===== src/design/mde_pkg.sv =====
package mde_pkg;
  // Widths
  localparam int PC_W = 11;
  localparam int STACK_DEPTH = 6;
  // Reset values and software interrupt vector
  localparam logic [10:0] PC_RESET = 11'h000;
  localparam logic [10:0] VEC_SWI = 11'h001;
  localparam logic [7:0] WORK_RESET = 8'h00;
  localparam logic [7:0] STATUS_RESET = 8'h18;
  localparam logic [7:0] TMODE_RESET = 8'h00;
  localparam logic [1:0] THP_RESET = 2'h0;
  // Status bit positions
  localparam int C_BIT = 0;
  localparam int HALF_C_BIT = 1;
  localparam int Z_BIT = 2;
  localparam int PWRDN_BIT = 3;
  localparam int TIMEOUT_BIT = 4;
  localparam int PAGE_BIT = 5;
  localparam logic [7:0] STATUS_WR_MASK = 8'h27;
  // Timer mode bit: prescaler owned by watchdog
  localparam int PSA_BIT = 3;
  // Lowest valid port-control index
  localparam logic [3:0] PORT_CTRL_MIN = 4'h5;
  // Register offsets (byte addresses)
  localparam logic [7:0] REG_STATUS = 8'h00;
  localparam logic [7:0] REG_WORK = 8'h04;
  localparam logic [7:0] REG_PC = 8'h08;
  localparam logic [7:0] REG_TMODE = 8'h0c;
  localparam logic [7:0] REG_TABLE = 8'h10;
  localparam logic [7:0] REG_CTRL = 8'h14;
  // Sequencer states
  typedef enum logic [1:0] {SEQ_RUN, SEQ_TABLE, SEQ_HOLD} mde_seq_e;
  // File register write port
  typedef struct packed {
    logic we;
    logic [6:0] addr;
    logic [7:0] data;
  } mde_rf_wr_s;
endpackage


===== src/design/mde_core.sv =====
// How it works
// - Register forms: opcode high, dest bit, 7-bit address; store form forces dest 1.
// - Add-with-carry register: work plus file plus carry, flags C, half carry, Z.
// - Add-with-carry immediate: work plus literal plus carry into work, flags C, half carry, Z.
// - Plain add register or immediate, no carry-in, flags C, half carry, Z.
// - AND, OR, XOR, complement touch only Z; immediates write work.
// - Bit clear and set force one selected bit, flags untouched.
// - Bit test skip discards prefetched word, runs no-op, two cycles.
// - Short call pushes return, PC low from literal, bit8 zero, bit9 page.
// - Computed call pushes return, PC from table-high pointer and work.
// - Clear work writes zero and sets Z in one cycle.
// - Clear file register writes zero and sets Z in one cycle.
// - Watchdog kick clears watchdog, prescaler if assigned, sets timeout and power-down flags.
// - Complement writes inverse of file register to dest, only Z.
// - Compare does file minus work, updates C and Z, writes nothing.
// - Literal forms carry 8-bit immediate; short branch 9-bit target, two cycles.
// - Zero-operand codes: standby, kick, timer mode load, irq on, irq off.
// - Port-control load and read move work, index valid 5 to 15.
// - Special-function load and read move work, one cycle, no flags.
// - Table read fetches program word into table-high result and work, two cycles.
// - Inc and dec skip write dest, no flags, skip when result zero.
// - Subtract operand minus work; borrow forms also subtract the carry flag; C, half carry, Z.
// - Return with literal loads work and pops PC, two cycles.
// - Return from interrupt pops and enables irqs; plain return pops; two cycles.
// - Short branch loads PC bits 8..0 from literal, bit 9 from page.
// - Far call and far branch load 11-bit PC; call pushes first.
// - Software interrupt pushes return and jumps to 001h in three cycles.
//
// The address map and the Wishbone interface to the registers are this design's own decisions.
`timescale 1ns/1ps
module mde_core (
  input wire logic clk_i,
  input wire logic rst_i,
  input wire logic ce_i,
  output logic [10:0] pm_addr_o,
  input wire logic [13:0] pm_data_i,
  output logic [6:0] rf_raddr_o,
  input wire logic [7:0] rf_rdata_i,
  output mde_pkg::mde_rf_wr_s rf_wr_o,
  output logic gie_o,
  output logic wdt_clr_o,
  output logic psc_clr_o,
  output logic sleep_o,
  output logic [7:0] tmode_o,
  input wire logic wb_cyc_i,
  input wire logic wb_stb_i,
  input wire logic wb_we_i,
  input wire logic [7:0] wb_adr_i,
  input wire logic [3:0] wb_sel_i,
  input wire logic [31:0] wb_dat_i,
  output logic [31:0] wb_dat_o,
  output logic wb_ack_o
);

  // Four-bit-split adder giving {carry, half carry, sum}
  function automatic logic [9:0] add8(input logic [7:0] a, input logic [7:0] b, input logic cin);
    logic [4:0] lo;
    logic [4:0] hi;
    lo = {1'b0, a[3:0]} + {1'b0, b[3:0]} + {4'h0, cin};
    hi = {1'b0, a[7:4]} + {1'b0, b[7:4]} + {4'h0, lo[4]};
    return {hi[4], lo[4], hi[3:0], lo[3:0]};
  endfunction

  mde_pkg::mde_seq_e seq_r;
  logic [13:0] ir_r;
  logic valid_r;
  logic [10:0] ret_r;
  logic [7:0] acc_r;
  logic [7:0] status_r;
  logic [1:0] thp_r;
  logic [5:0] thr_r;
  logic ctrl_r;
  logic [10:0] stk_r [mde_pkg::STACK_DEPTH];
  logic [2:0] sp_r;
  logic [7:0] port_ctrl_r [16];
  logic [7:0] spec_fn_r [16];
  logic act;
  logic exec;
  logic [7:0] opnd;
  logic [7:0] lit;
  logic [7:0] res;
  logic [9:0] sum;
  logic [7:0] bmask;
  logic [2:0] sp_dn;
  logic wr_d, wr_acc, wr_file;
  logic set_z, set_c, set_hc, c_n, hc_n;
  logic jump, push, pop, skip, tbl, hold;
  logic [10:0] target;
  logic do_sleep, do_kick, ld_tm, irq_on, irq_off, ld_io, ld_sf;
  logic wb_req;

  assign act = valid_r && (seq_r == mde_pkg::SEQ_RUN);
  assign exec = ce_i && act;
  assign lit = ir_r[7:0];
  assign bmask = 8'h01 << ir_r[9:7];
  assign sp_dn = (sp_r == 3'h0) ? 3'(mde_pkg::STACK_DEPTH - 1) : sp_r - 3'h1;
  assign wb_req = wb_cyc_i && wb_stb_i && !wb_ack_o;

  // Decode and compute one instruction
  always_comb begin
    opnd = (rf_wr_o.we && rf_wr_o.addr == rf_raddr_o) ? rf_wr_o.data : rf_rdata_i;
    res = 8'h00;
    sum = 10'h000;
    wr_d = 1'b0;
    wr_acc = 1'b0;
    wr_file = 1'b0;
    set_z = 1'b0;
    set_c = 1'b0;
    set_hc = 1'b0;
    c_n = status_r[mde_pkg::C_BIT];
    hc_n = status_r[mde_pkg::HALF_C_BIT];
    jump = 1'b0;
    push = 1'b0;
    pop = 1'b0;
    skip = 1'b0;
    tbl = 1'b0;
    hold = 1'b0;
    target = pm_addr_o;
    do_sleep = 1'b0;
    do_kick = 1'b0;
    ld_tm = 1'b0;
    irq_on = 1'b0;
    irq_off = 1'b0;
    ld_io = 1'b0;
    ld_sf = 1'b0;
    if (act) begin
      case (ir_r[13:12])
        2'b00: begin
          case (ir_r[11:8])
            4'h0: begin
              if (ir_r[7]) begin
                res = acc_r;
                wr_file = 1'b1;
              end else begin
                case (ir_r[6:4])
                  3'h0: begin
                    case (ir_r[3:0])
                      4'h0: ;
                      4'h1: do_sleep = 1'b1;
                      4'h2: do_kick = 1'b1;
                      4'h3: ld_tm = 1'b1;
                      4'h4: irq_on = 1'b1;
                      default: ld_io = 1'b1;
                    endcase
                  end
                  3'h1: begin
                    case (ir_r[3:0])
                      4'h0: begin
                        jump = 1'b1;
                        pop = 1'b1;
                        target = stk_r[sp_dn];
                      end
                      4'h1: begin
                        jump = 1'b1;
                        pop = 1'b1;
                        irq_on = 1'b1;
                        target = stk_r[sp_dn];
                      end
                      4'h2: begin
                        c_n = (acc_r[7:4] > 4'h9) || status_r[mde_pkg::C_BIT];
                        res = acc_r + {(c_n ? 4'h6 : 4'h0),
                          ((acc_r[3:0] > 4'h9) || status_r[mde_pkg::HALF_C_BIT]) ? 4'h6 : 4'h0};
                        set_c = 1'b1;
                        wr_acc = 1'b1;
                      end
                      4'h3: irq_off = 1'b1;
                      4'h4: begin
                        res = tmode_o;
                        wr_acc = 1'b1;
                      end
                      default: begin
                        res = port_ctrl_r[ir_r[3:0]];
                        wr_acc = 1'b1;
                      end
                    endcase
                  end
                  3'h2: ld_sf = 1'b1;
                  3'h3: begin
                    res = spec_fn_r[ir_r[3:0]];
                    wr_acc = 1'b1;
                  end
                  default: ;
                endcase
              end
            end
            4'h1: begin
              res = opnd;
              wr_d = 1'b1;
              set_z = 1'b1;
            end
            4'h2: begin
              if (ir_r[7]) begin
                wr_file = 1'b1;
                set_z = 1'b1;
              end else begin
                case (ir_r[6:0])
                  7'h00: begin
                    wr_acc = 1'b1;
                    set_z = 1'b1;
                  end
                  7'h10: begin
                    jump = 1'b1;
                    push = 1'b1;
                    hold = 1'b1;
                    target = mde_pkg::VEC_SWI;
                  end
                  7'h11: tbl = 1'b1;
                  7'h12: begin
                    jump = 1'b1;
                    push = 1'b1;
                    target = {1'b0, thp_r, acc_r};
                  end
                  7'h13: begin
                    jump = 1'b1;
                    target = {1'b0, thp_r, acc_r};
                  end
                  default: ;
                endcase
              end
            end
            4'h3, 4'h4: begin
              // Opcode bit 10 tells subtract (0100) from add (0011)
              if (ir_r[10]) sum = add8(opnd, ~acc_r, 1'b1);
              else sum = add8(acc_r, opnd, 1'b0);
              {c_n, hc_n, res} = sum;
              {set_c, set_hc, set_z, wr_d} = 4'hf;
            end
            4'h5, 4'h6: begin
              res = ir_r[8] ? opnd + 8'h01 : opnd - 8'h01;
              wr_d = 1'b1;
              set_z = 1'b1;
            end
            4'h7: begin
              res = ~opnd;
              wr_d = 1'b1;
              set_z = 1'b1;
            end
            4'h8, 4'h9, 4'ha: begin
              res = (ir_r[9:8] == 2'h0) ? acc_r & opnd :
                    (ir_r[9:8] == 2'h1) ? acc_r | opnd : acc_r ^ opnd;
              wr_d = 1'b1;
              set_z = 1'b1;
            end
            4'hb: begin
              res = {status_r[mde_pkg::C_BIT], opnd[7:1]};
              c_n = opnd[0];
              {set_c, wr_d} = 2'h3;
            end
            4'hc: begin
              res = {opnd[6:0], status_r[mde_pkg::C_BIT]};
              c_n = opnd[7];
              {set_c, wr_d} = 2'h3;
            end
            4'hd: begin
              res = {opnd[3:0], opnd[7:4]};
              wr_d = 1'b1;
            end
            default: begin
              res = ir_r[8] ? opnd - 8'h01 : opnd + 8'h01;
              wr_d = 1'b1;
              skip = (res == 8'h00);
            end
          endcase
        end
        2'b01: begin
          case (ir_r[11:8])
            4'h0: begin
              res = lit;
              wr_acc = 1'b1;
              jump = 1'b1;
              pop = 1'b1;
              target = stk_r[sp_dn];
            end
            4'h1: begin
              res = lit;
              wr_acc = 1'b1;
            end
            4'h2, 4'h3, 4'h4: begin
              res = (ir_r[9:8] == 2'h2) ? acc_r & lit :
                    (ir_r[9:8] == 2'h3) ? acc_r | lit : acc_r ^ lit;
              wr_acc = 1'b1;
              set_z = 1'b1;
            end
            4'h9: begin
              jump = 1'b1;
              push = 1'b1;
              target = {1'b0, status_r[mde_pkg::PAGE_BIT], 1'b0, lit};
            end
            4'ha, 4'hb: begin
              jump = 1'b1;
              target = {1'b0, status_r[mde_pkg::PAGE_BIT], ir_r[8:0]};
            end
            4'hf: ;
            default: begin
              case (ir_r[11:8])
                4'h5: sum = add8(acc_r, lit, 1'b0);
                4'h6: sum = add8(acc_r, lit, status_r[mde_pkg::C_BIT]);
                4'h7: sum = add8(lit, ~acc_r, 1'b1);
                4'h8: sum = add8(lit, ~acc_r, !status_r[mde_pkg::C_BIT]);
                4'hc: sum = add8(acc_r, opnd, status_r[mde_pkg::C_BIT]);
                4'hd: sum = add8(opnd, ~acc_r, !status_r[mde_pkg::C_BIT]);
                default: sum = add8(opnd, ~acc_r, 1'b1);
              endcase
              {c_n, hc_n, res} = sum;
              set_c = 1'b1;
              set_z = 1'b1;
              set_hc = (ir_r[11:8] != 4'he);
              wr_acc = (ir_r[11:8] < 4'h9);
              wr_d = (ir_r[11:8] == 4'hc) || (ir_r[11:8] == 4'hd);
            end
          endcase
        end
        2'b10: begin
          case (ir_r[11:10])
            2'b11: begin
              res = opnd & ~bmask;
              wr_file = 1'b1;
            end
            2'b10: begin
              res = opnd | bmask;
              wr_file = 1'b1;
            end
            2'b01: skip = ((opnd & bmask) == 8'h00);
            default: skip = ((opnd & bmask) != 8'h00);
          endcase
        end
        default: begin
          jump = 1'b1;
          push = !ir_r[11];
          target = ir_r[10:0];
        end
      endcase
      wr_acc = wr_acc || (wr_d && !ir_r[7]);
      wr_file = wr_file || (wr_d && ir_r[7]);
    end
  end

  // Fetch sequencer with prefetch flush
  always_ff @(posedge clk_i) begin
    if (rst_i) begin
      seq_r <= mde_pkg::SEQ_RUN;
      pm_addr_o <= mde_pkg::PC_RESET;
      ir_r <= 14'h0000;
      valid_r <= 1'b0;
      ret_r <= mde_pkg::PC_RESET;
      rf_raddr_o <= 7'h00;
    end else if (ce_i) begin
      case (seq_r)
        mde_pkg::SEQ_RUN: begin
          ir_r <= pm_data_i;
          rf_raddr_o <= pm_data_i[6:0];
          if (jump) begin
            pm_addr_o <= target;
            valid_r <= 1'b0;
            seq_r <= hold ? mde_pkg::SEQ_HOLD : mde_pkg::SEQ_RUN;
          end else if (tbl) begin
            pm_addr_o <= {1'b0, thp_r, acc_r};
            ret_r <= pm_addr_o + 11'h001;
            valid_r <= 1'b1;
            seq_r <= mde_pkg::SEQ_TABLE;
          end else begin
            pm_addr_o <= pm_addr_o + 11'h001;
            valid_r <= !skip;
          end
        end
        mde_pkg::SEQ_TABLE: begin
          pm_addr_o <= ret_r;
          seq_r <= mde_pkg::SEQ_RUN;
        end
        default: begin
          valid_r <= 1'b0;
          seq_r <= mde_pkg::SEQ_RUN;
        end
      endcase
    end
  end

  // Work register
  always_ff @(posedge clk_i) begin
    if (rst_i) acc_r <= mde_pkg::WORK_RESET;
    else if (ce_i && seq_r == mde_pkg::SEQ_TABLE) acc_r <= pm_data_i[7:0];
    else if (exec && wr_acc) acc_r <= res;
  end

  // Status flags; instruction updates override bus writes
  always_ff @(posedge clk_i) begin
    if (rst_i) begin
      status_r <= mde_pkg::STATUS_RESET;
    end else if (ce_i) begin
      if (wb_req && wb_we_i && wb_sel_i[0] && wb_adr_i == mde_pkg::REG_STATUS)
        status_r <= (status_r & ~mde_pkg::STATUS_WR_MASK) | (wb_dat_i[7:0] & mde_pkg::STATUS_WR_MASK);
      if (exec) begin
        if (set_c) status_r[mde_pkg::C_BIT] <= c_n;
        if (set_hc) status_r[mde_pkg::HALF_C_BIT] <= hc_n;
        if (set_z) status_r[mde_pkg::Z_BIT] <= (res == 8'h00);
        if (do_sleep || do_kick) status_r[mde_pkg::TIMEOUT_BIT] <= 1'b1;
        if (do_sleep) status_r[mde_pkg::PWRDN_BIT] <= 1'b0;
        if (do_kick) status_r[mde_pkg::PWRDN_BIT] <= 1'b1;
      end
    end
  end

  // Return stack, circular
  always_ff @(posedge clk_i) begin
    if (rst_i) begin
      sp_r <= 3'h0;
    end else if (exec && push) begin
      stk_r[sp_r] <= pm_addr_o;
      sp_r <= (sp_r == 3'(mde_pkg::STACK_DEPTH - 1)) ? 3'h0 : sp_r + 3'h1;
    end else if (exec && pop) begin
      sp_r <= sp_dn;
    end
  end

  // File register write port
  always_ff @(posedge clk_i) begin
    if (rst_i) begin
      rf_wr_o <= '0;
    end else if (ce_i) begin
      rf_wr_o.we <= exec && wr_file;
      rf_wr_o.addr <= ir_r[6:0];
      rf_wr_o.data <= res;
    end
  end

  // Special registers and irq enable
  always_ff @(posedge clk_i) begin
    if (rst_i) begin
      tmode_o <= mde_pkg::TMODE_RESET;
      gie_o <= 1'b0;
      thp_r <= mde_pkg::THP_RESET;
      thr_r <= 6'h00;
    end else if (ce_i) begin
      if (exec && ld_tm) tmode_o <= acc_r;
      if (exec && irq_on) gie_o <= 1'b1;
      if (exec && irq_off) gie_o <= 1'b0;
      if (exec && ld_io && ir_r[3:0] >= mde_pkg::PORT_CTRL_MIN) port_ctrl_r[ir_r[3:0]] <= acc_r;
      if (exec && ld_sf) spec_fn_r[ir_r[3:0]] <= acc_r;
      if (seq_r == mde_pkg::SEQ_TABLE) thr_r <= pm_data_i[13:8];
      if (wb_req && wb_we_i && wb_sel_i[0] && wb_adr_i == mde_pkg::REG_TABLE) thp_r <= wb_dat_i[1:0];
    end
  end

  // Watchdog and standby strobes
  always_ff @(posedge clk_i) begin
    if (rst_i) begin
      wdt_clr_o <= 1'b0;
      psc_clr_o <= 1'b0;
      sleep_o <= 1'b0;
    end else if (ce_i) begin
      wdt_clr_o <= exec && (do_kick || do_sleep);
      psc_clr_o <= exec && do_kick && tmode_o[mde_pkg::PSA_BIT];
      sleep_o <= exec && do_sleep;
    end
  end

  // Wishbone slave, one wait state
  always_ff @(posedge clk_i) begin
    if (rst_i) begin
      wb_ack_o <= 1'b0;
      wb_dat_o <= 32'h0000_0000;
      ctrl_r <= 1'b0;
    end else if (ce_i) begin
      wb_ack_o <= wb_req;
      if (wb_req && wb_we_i && wb_sel_i[0] && wb_adr_i == mde_pkg::REG_CTRL) ctrl_r <= wb_dat_i[0];
      case (wb_adr_i)
        mde_pkg::REG_STATUS: wb_dat_o <= {24'h0, status_r};
        mde_pkg::REG_WORK: wb_dat_o <= {24'h0, acc_r};
        mde_pkg::REG_PC: wb_dat_o <= {21'h0, pm_addr_o};
        mde_pkg::REG_TMODE: wb_dat_o <= {24'h0, tmode_o};
        mde_pkg::REG_TABLE: wb_dat_o <= {18'h0, thr_r, 6'h0, thp_r};
        mde_pkg::REG_CTRL: wb_dat_o <= {28'h0, sp_r, ctrl_r};
        default: wb_dat_o <= 32'h0000_0000;
      endcase
    end
  end
endmodule // mde_core


===== config.mk =====
export PLATFORM = sky130hd
export DESIGN_NAME = mde_core
export DESIGN_NICKNAME = d
export VERILOG_FILES = /design/src/design/mde_pkg.sv /design/src/design/mde_core.sv
export SDC_FILE = /design/constraint.sdc
export NUM_CORES = 1
export LEC_CHECK = 0
export BUFFER_PORTS_ARGS = -buffer_cell sky130_fd_sc_hd__buf_2
export CAP_MARGIN = 15
export CORE_ASPECT_RATIO = 1.75
export CORE_MARGIN = 4
export CORE_UTILIZATION = 35
export CTS_BUF_LIST = sky130_fd_sc_hd__clkbuf_4
export CTS_CLUSTER_DIAMETER = 50
export CTS_CLUSTER_SIZE = 16
export DETAILED_ROUTE_END_ITERATION = 12
export HOLD_SLACK_MARGIN = 0.1
export SLEW_MARGIN = 25
export SYNTH_ARGS = -nofsm -noshare
export SYNTH_HDL_FRONTEND = slang
export SYNTH_SLANG_ARGS = --single-unit

===== constraint.sdc =====
create_clock -name clk_i -period 7.3 [get_ports clk_i]
set_input_delay 0.73 -clock clk_i [delete_from_list [all_inputs] [get_ports clk_i]]
set_output_delay 0.73 -clock clk_i [all_outputs]
set_load 0.05 [all_outputs]

==> reports/metrics.cfg <==
[synthesis]
yosysSeqAreaShare=0.496
synth_top_area_cell=edfxtp_1
synth_top_family_by_area=compound AO/OA/AOI/OAI gates
syn_avg_cell_area_um2=11.0
synth_mux_area_frac=0.107
syn_area_mm2=0.0240
synth_edf_count=322
synthCells=2190
synth_area_leaders=edfxtp_1, dfxtp_1, mux4_2
async_reset_ff_frac=0
synth-simple-area-share=0.128
yosys.area_share.adder=0.0502
synthDominantCellAreaShare=0.403
synth_top_flop_cell=edfxtp_1
synth_compound_area_frac=0.145
ys_types=84
yosysWarnings=0
synth-xor-area-share=0.0294
ys_ff_latch=434

[route]
drtAntennaViolNets=0
via_count=18813
drt_iter0_markers=1721
viasPerCell=5.89
drt-pass1-iter-count=8
drc=0
routed_wirelength_um=88400
wl_per_cell_um=27.7

[clocking]
cts_tree=done
htree_levels=2
post_cts_buffers=0
numCtsBuffers=35
ctsHoldBuffers=0
clk_pin_slew_ps=180
postCtsResizedCells=0
cts.sinks=434
root_buffer=clkbuf_4
clockBufferDepth=3
clkLatencyLatePin_ps=770

[power_and_ir_drop]
leakagePower_nw=9.40
peakVddDrop_uv=82.8
power.density_mw_per_mm2=183

[floorplanning]
initial_core_util=0.354
die_x_um=206
rows=126
die_h_um=355
core_area_mm2=0.0678
io_pins=151
die-area_mm2=0.0730

[placed_design]
io_buffers=101
dp_hpwl_um=65100
dp.cells=3132
gp_congestion=0.993

[worst_setup_path]
r2r_slack_ps=910
critPathMaxFanout=25
critPathArrivalTime_ps=7080
ff2ff_path_depth=24
startpoint=rf_wr_o[11]$_SDFFE_PP0P_
worstSetupPathType=flip-flop to flip-flop
setup.worst_path.end_class=flip-flop
start_kind=flip-flop
r2r_start=rf_wr_o[11]$_SDFFE_PP0P_
cp.required_ps=7990

[cells_and_area]
drive_above_1_share=0.151
fin_cells=3193
area_delta_synth_final_pct=8.30
fin_nets=2437
fillerInstances=6643

[hold_path]
holdPathStages=3
hold_path.startpoint=pm_data_i[6]
hold_class=primary input to flip-flop

[timing]
layout_min_cycle_time_ps=6390
final.setup.tns_ps=0
worst_slew_pin_slew_ps=1120
relSlewSlack=0.253
skew_ps=65.6
fmax_mhz=156
rsz0062_at_grt=no
finalSetupViolations=0
hold_violations=0
post-route-period-util=0.875
drv_slew=0

[global_route]
grt_util_all_layers=0.237
grt_pass1_vias=18950
antenna_found_initial=1
grt_max_degree=69
grt.busiest_layer=met2
grt_util_met2=0.421
met3_usage=0.0391
grt_use_met1=0.255
grt_pass1_wl_um=129000
gr-total-overflow=0

[job]
cap_violations=0

[outcome]
status=complete, no violations

-- layout by cell type, fill, tap and decap left out, types with 58 or more instances in the layout --
cell	n
nor2_1	241
a21oi_1	142
buf_4	61
nand3_1	62
dfxtp_1	104
conb_1	58
buf_2	100
edfxtp_1	322
nand2_1	181
o21ai_0	90
mux4_2	76
ha_1	82
mux2i_1	71
-- cell usage after synthesis, drive strengths merged, types with 12 or more instances --
library cell,number
buf,79
xor2,28
o221ai,13
nand3,62
xnor2,50
and2,12
nand4,17
nor3,48
inv,56
o211ai,27
nand2,181
clkbuf,93
mux4,76
ha,82
nand2b,22
o21ai,91
a211oi,39
nor2,245
and3,12
o22ai,22
mux2i,73
a22oi,27
nor2b,29
a21oi,142
edfxtp,322
dfxtp,112
a31oi,20
a221oi,21
a32oi,14
-- final timing paths --
path / end
worst min-delay path: ir_r[6]$_SDFFE_PP0P_
worst min register to register: thr_r[2]$_SDFFE_PP0P_
worst max register to register: status_r[2]$_SDFFE_PP0P_
worst max-delay path: status_r[2]$_SDFFE_PP0P_
-- worst max-delay path, cell delays in order, from the launching register on --
cell       delay (ps)
dfxtp_1           380
xnor2_1           210
nand4_2           250
nor2_8            470
mux2i_2           270
buf_4             220
inv_1             120
ha_1              410
nor2_1             80
a221oi_1          460
xnor2_1           250
nand3_1           140
xnor2_1           240
ha_1              220
ha_1              240
mux2_2            260
a32oi_1           150
a21boi_0          120
o21ai_0           170
a21oi_1           180
a21oi_1           200
a2bb2oi_1         390
nand2b_1          100
or4_1             430
o41ai_2           340
-- final cells by class --
| cell class | instances | area (um^2) | share of cell area |
|---|---|---|---|
| timing repair buffer | 162 | 970 | 0.0373 |
| tap | 896 | 1120 | 0.0431 |
| multi-input combinational | 1583 | 11300 | 0.435 |
| antenna | 3 | 7.51 | 0.000289 |
| clock inverter | 8 | 90.1 | 0.00346 |
| sequential | 434 | 11900 | 0.458 |
| clock buffer | 49 | 368 | 0.0141 |
| inverter | 58 | 218 | 0.00837 |
-- state kept, by name, indices dropped and copies added (netlist names), 8 cells and up, named ones only --
signal       count
acc_r            8
port_ctrl_r    128
stk_r           66
ir_r             8
pm_addr_o       11
wb_dat_o        14
ret_r           11
tmode_o          8
spec_fn_r      128
rf_wr_o         16
-- per-layer routing --
| metal | routed length [um] | share of wire | vias up |
|---|---|---|---|
| met1 | 30500 | 0.35 | 9318 |
| met3 | 5630 | 0.064 | 292 |
| met5 | 0 | 0 | - |
| met4 | 7360 | 0.083 | 0 |
| met2 | 44800 | 0.51 | 858 |
| li1 | - | - | 8345 |
-- report_power, final --
group	switching, mW	internal (mW)
clock network	0.775	0.358
logic	0.609	0.281
registers	0.0497	2.67
total	1.43	3.31
-- per-stage QoR --
step	worst slack, ps	power, mW	hold slack, ps	instance area (um^2)	utilization
detailed placement	1000	3.65	443	25500	0.377
floorplan	1590	3.35	412	24200	-
CTS	953	4.78	132	26000	0.383
finish	909	4.75	202	26000	0.384
global route	453	4.94	176	26000	0.384
global placement	1080	3.65	423	25500	0.376
-- cell families (layout without fill, tap and decap cells) --
| logic type | count (synthesis) | in the layout |
|---|---|---|
| buffers and inverters | 230 | 277 |
| AND/OR/NAND/NOR | 672 | 672 |
| other | 1 | 61 |
| AO/OA/AOI/OAI | 524 | 524 |
| adder cells (fa/ha/maj) | 91 | 91 |
| XOR/XNOR | 79 | 79 |
| multiplexers | 159 | 159 |
| flip-flops | 434 | 434 |
Note: power is estimated with default switching activity, not from simulation.
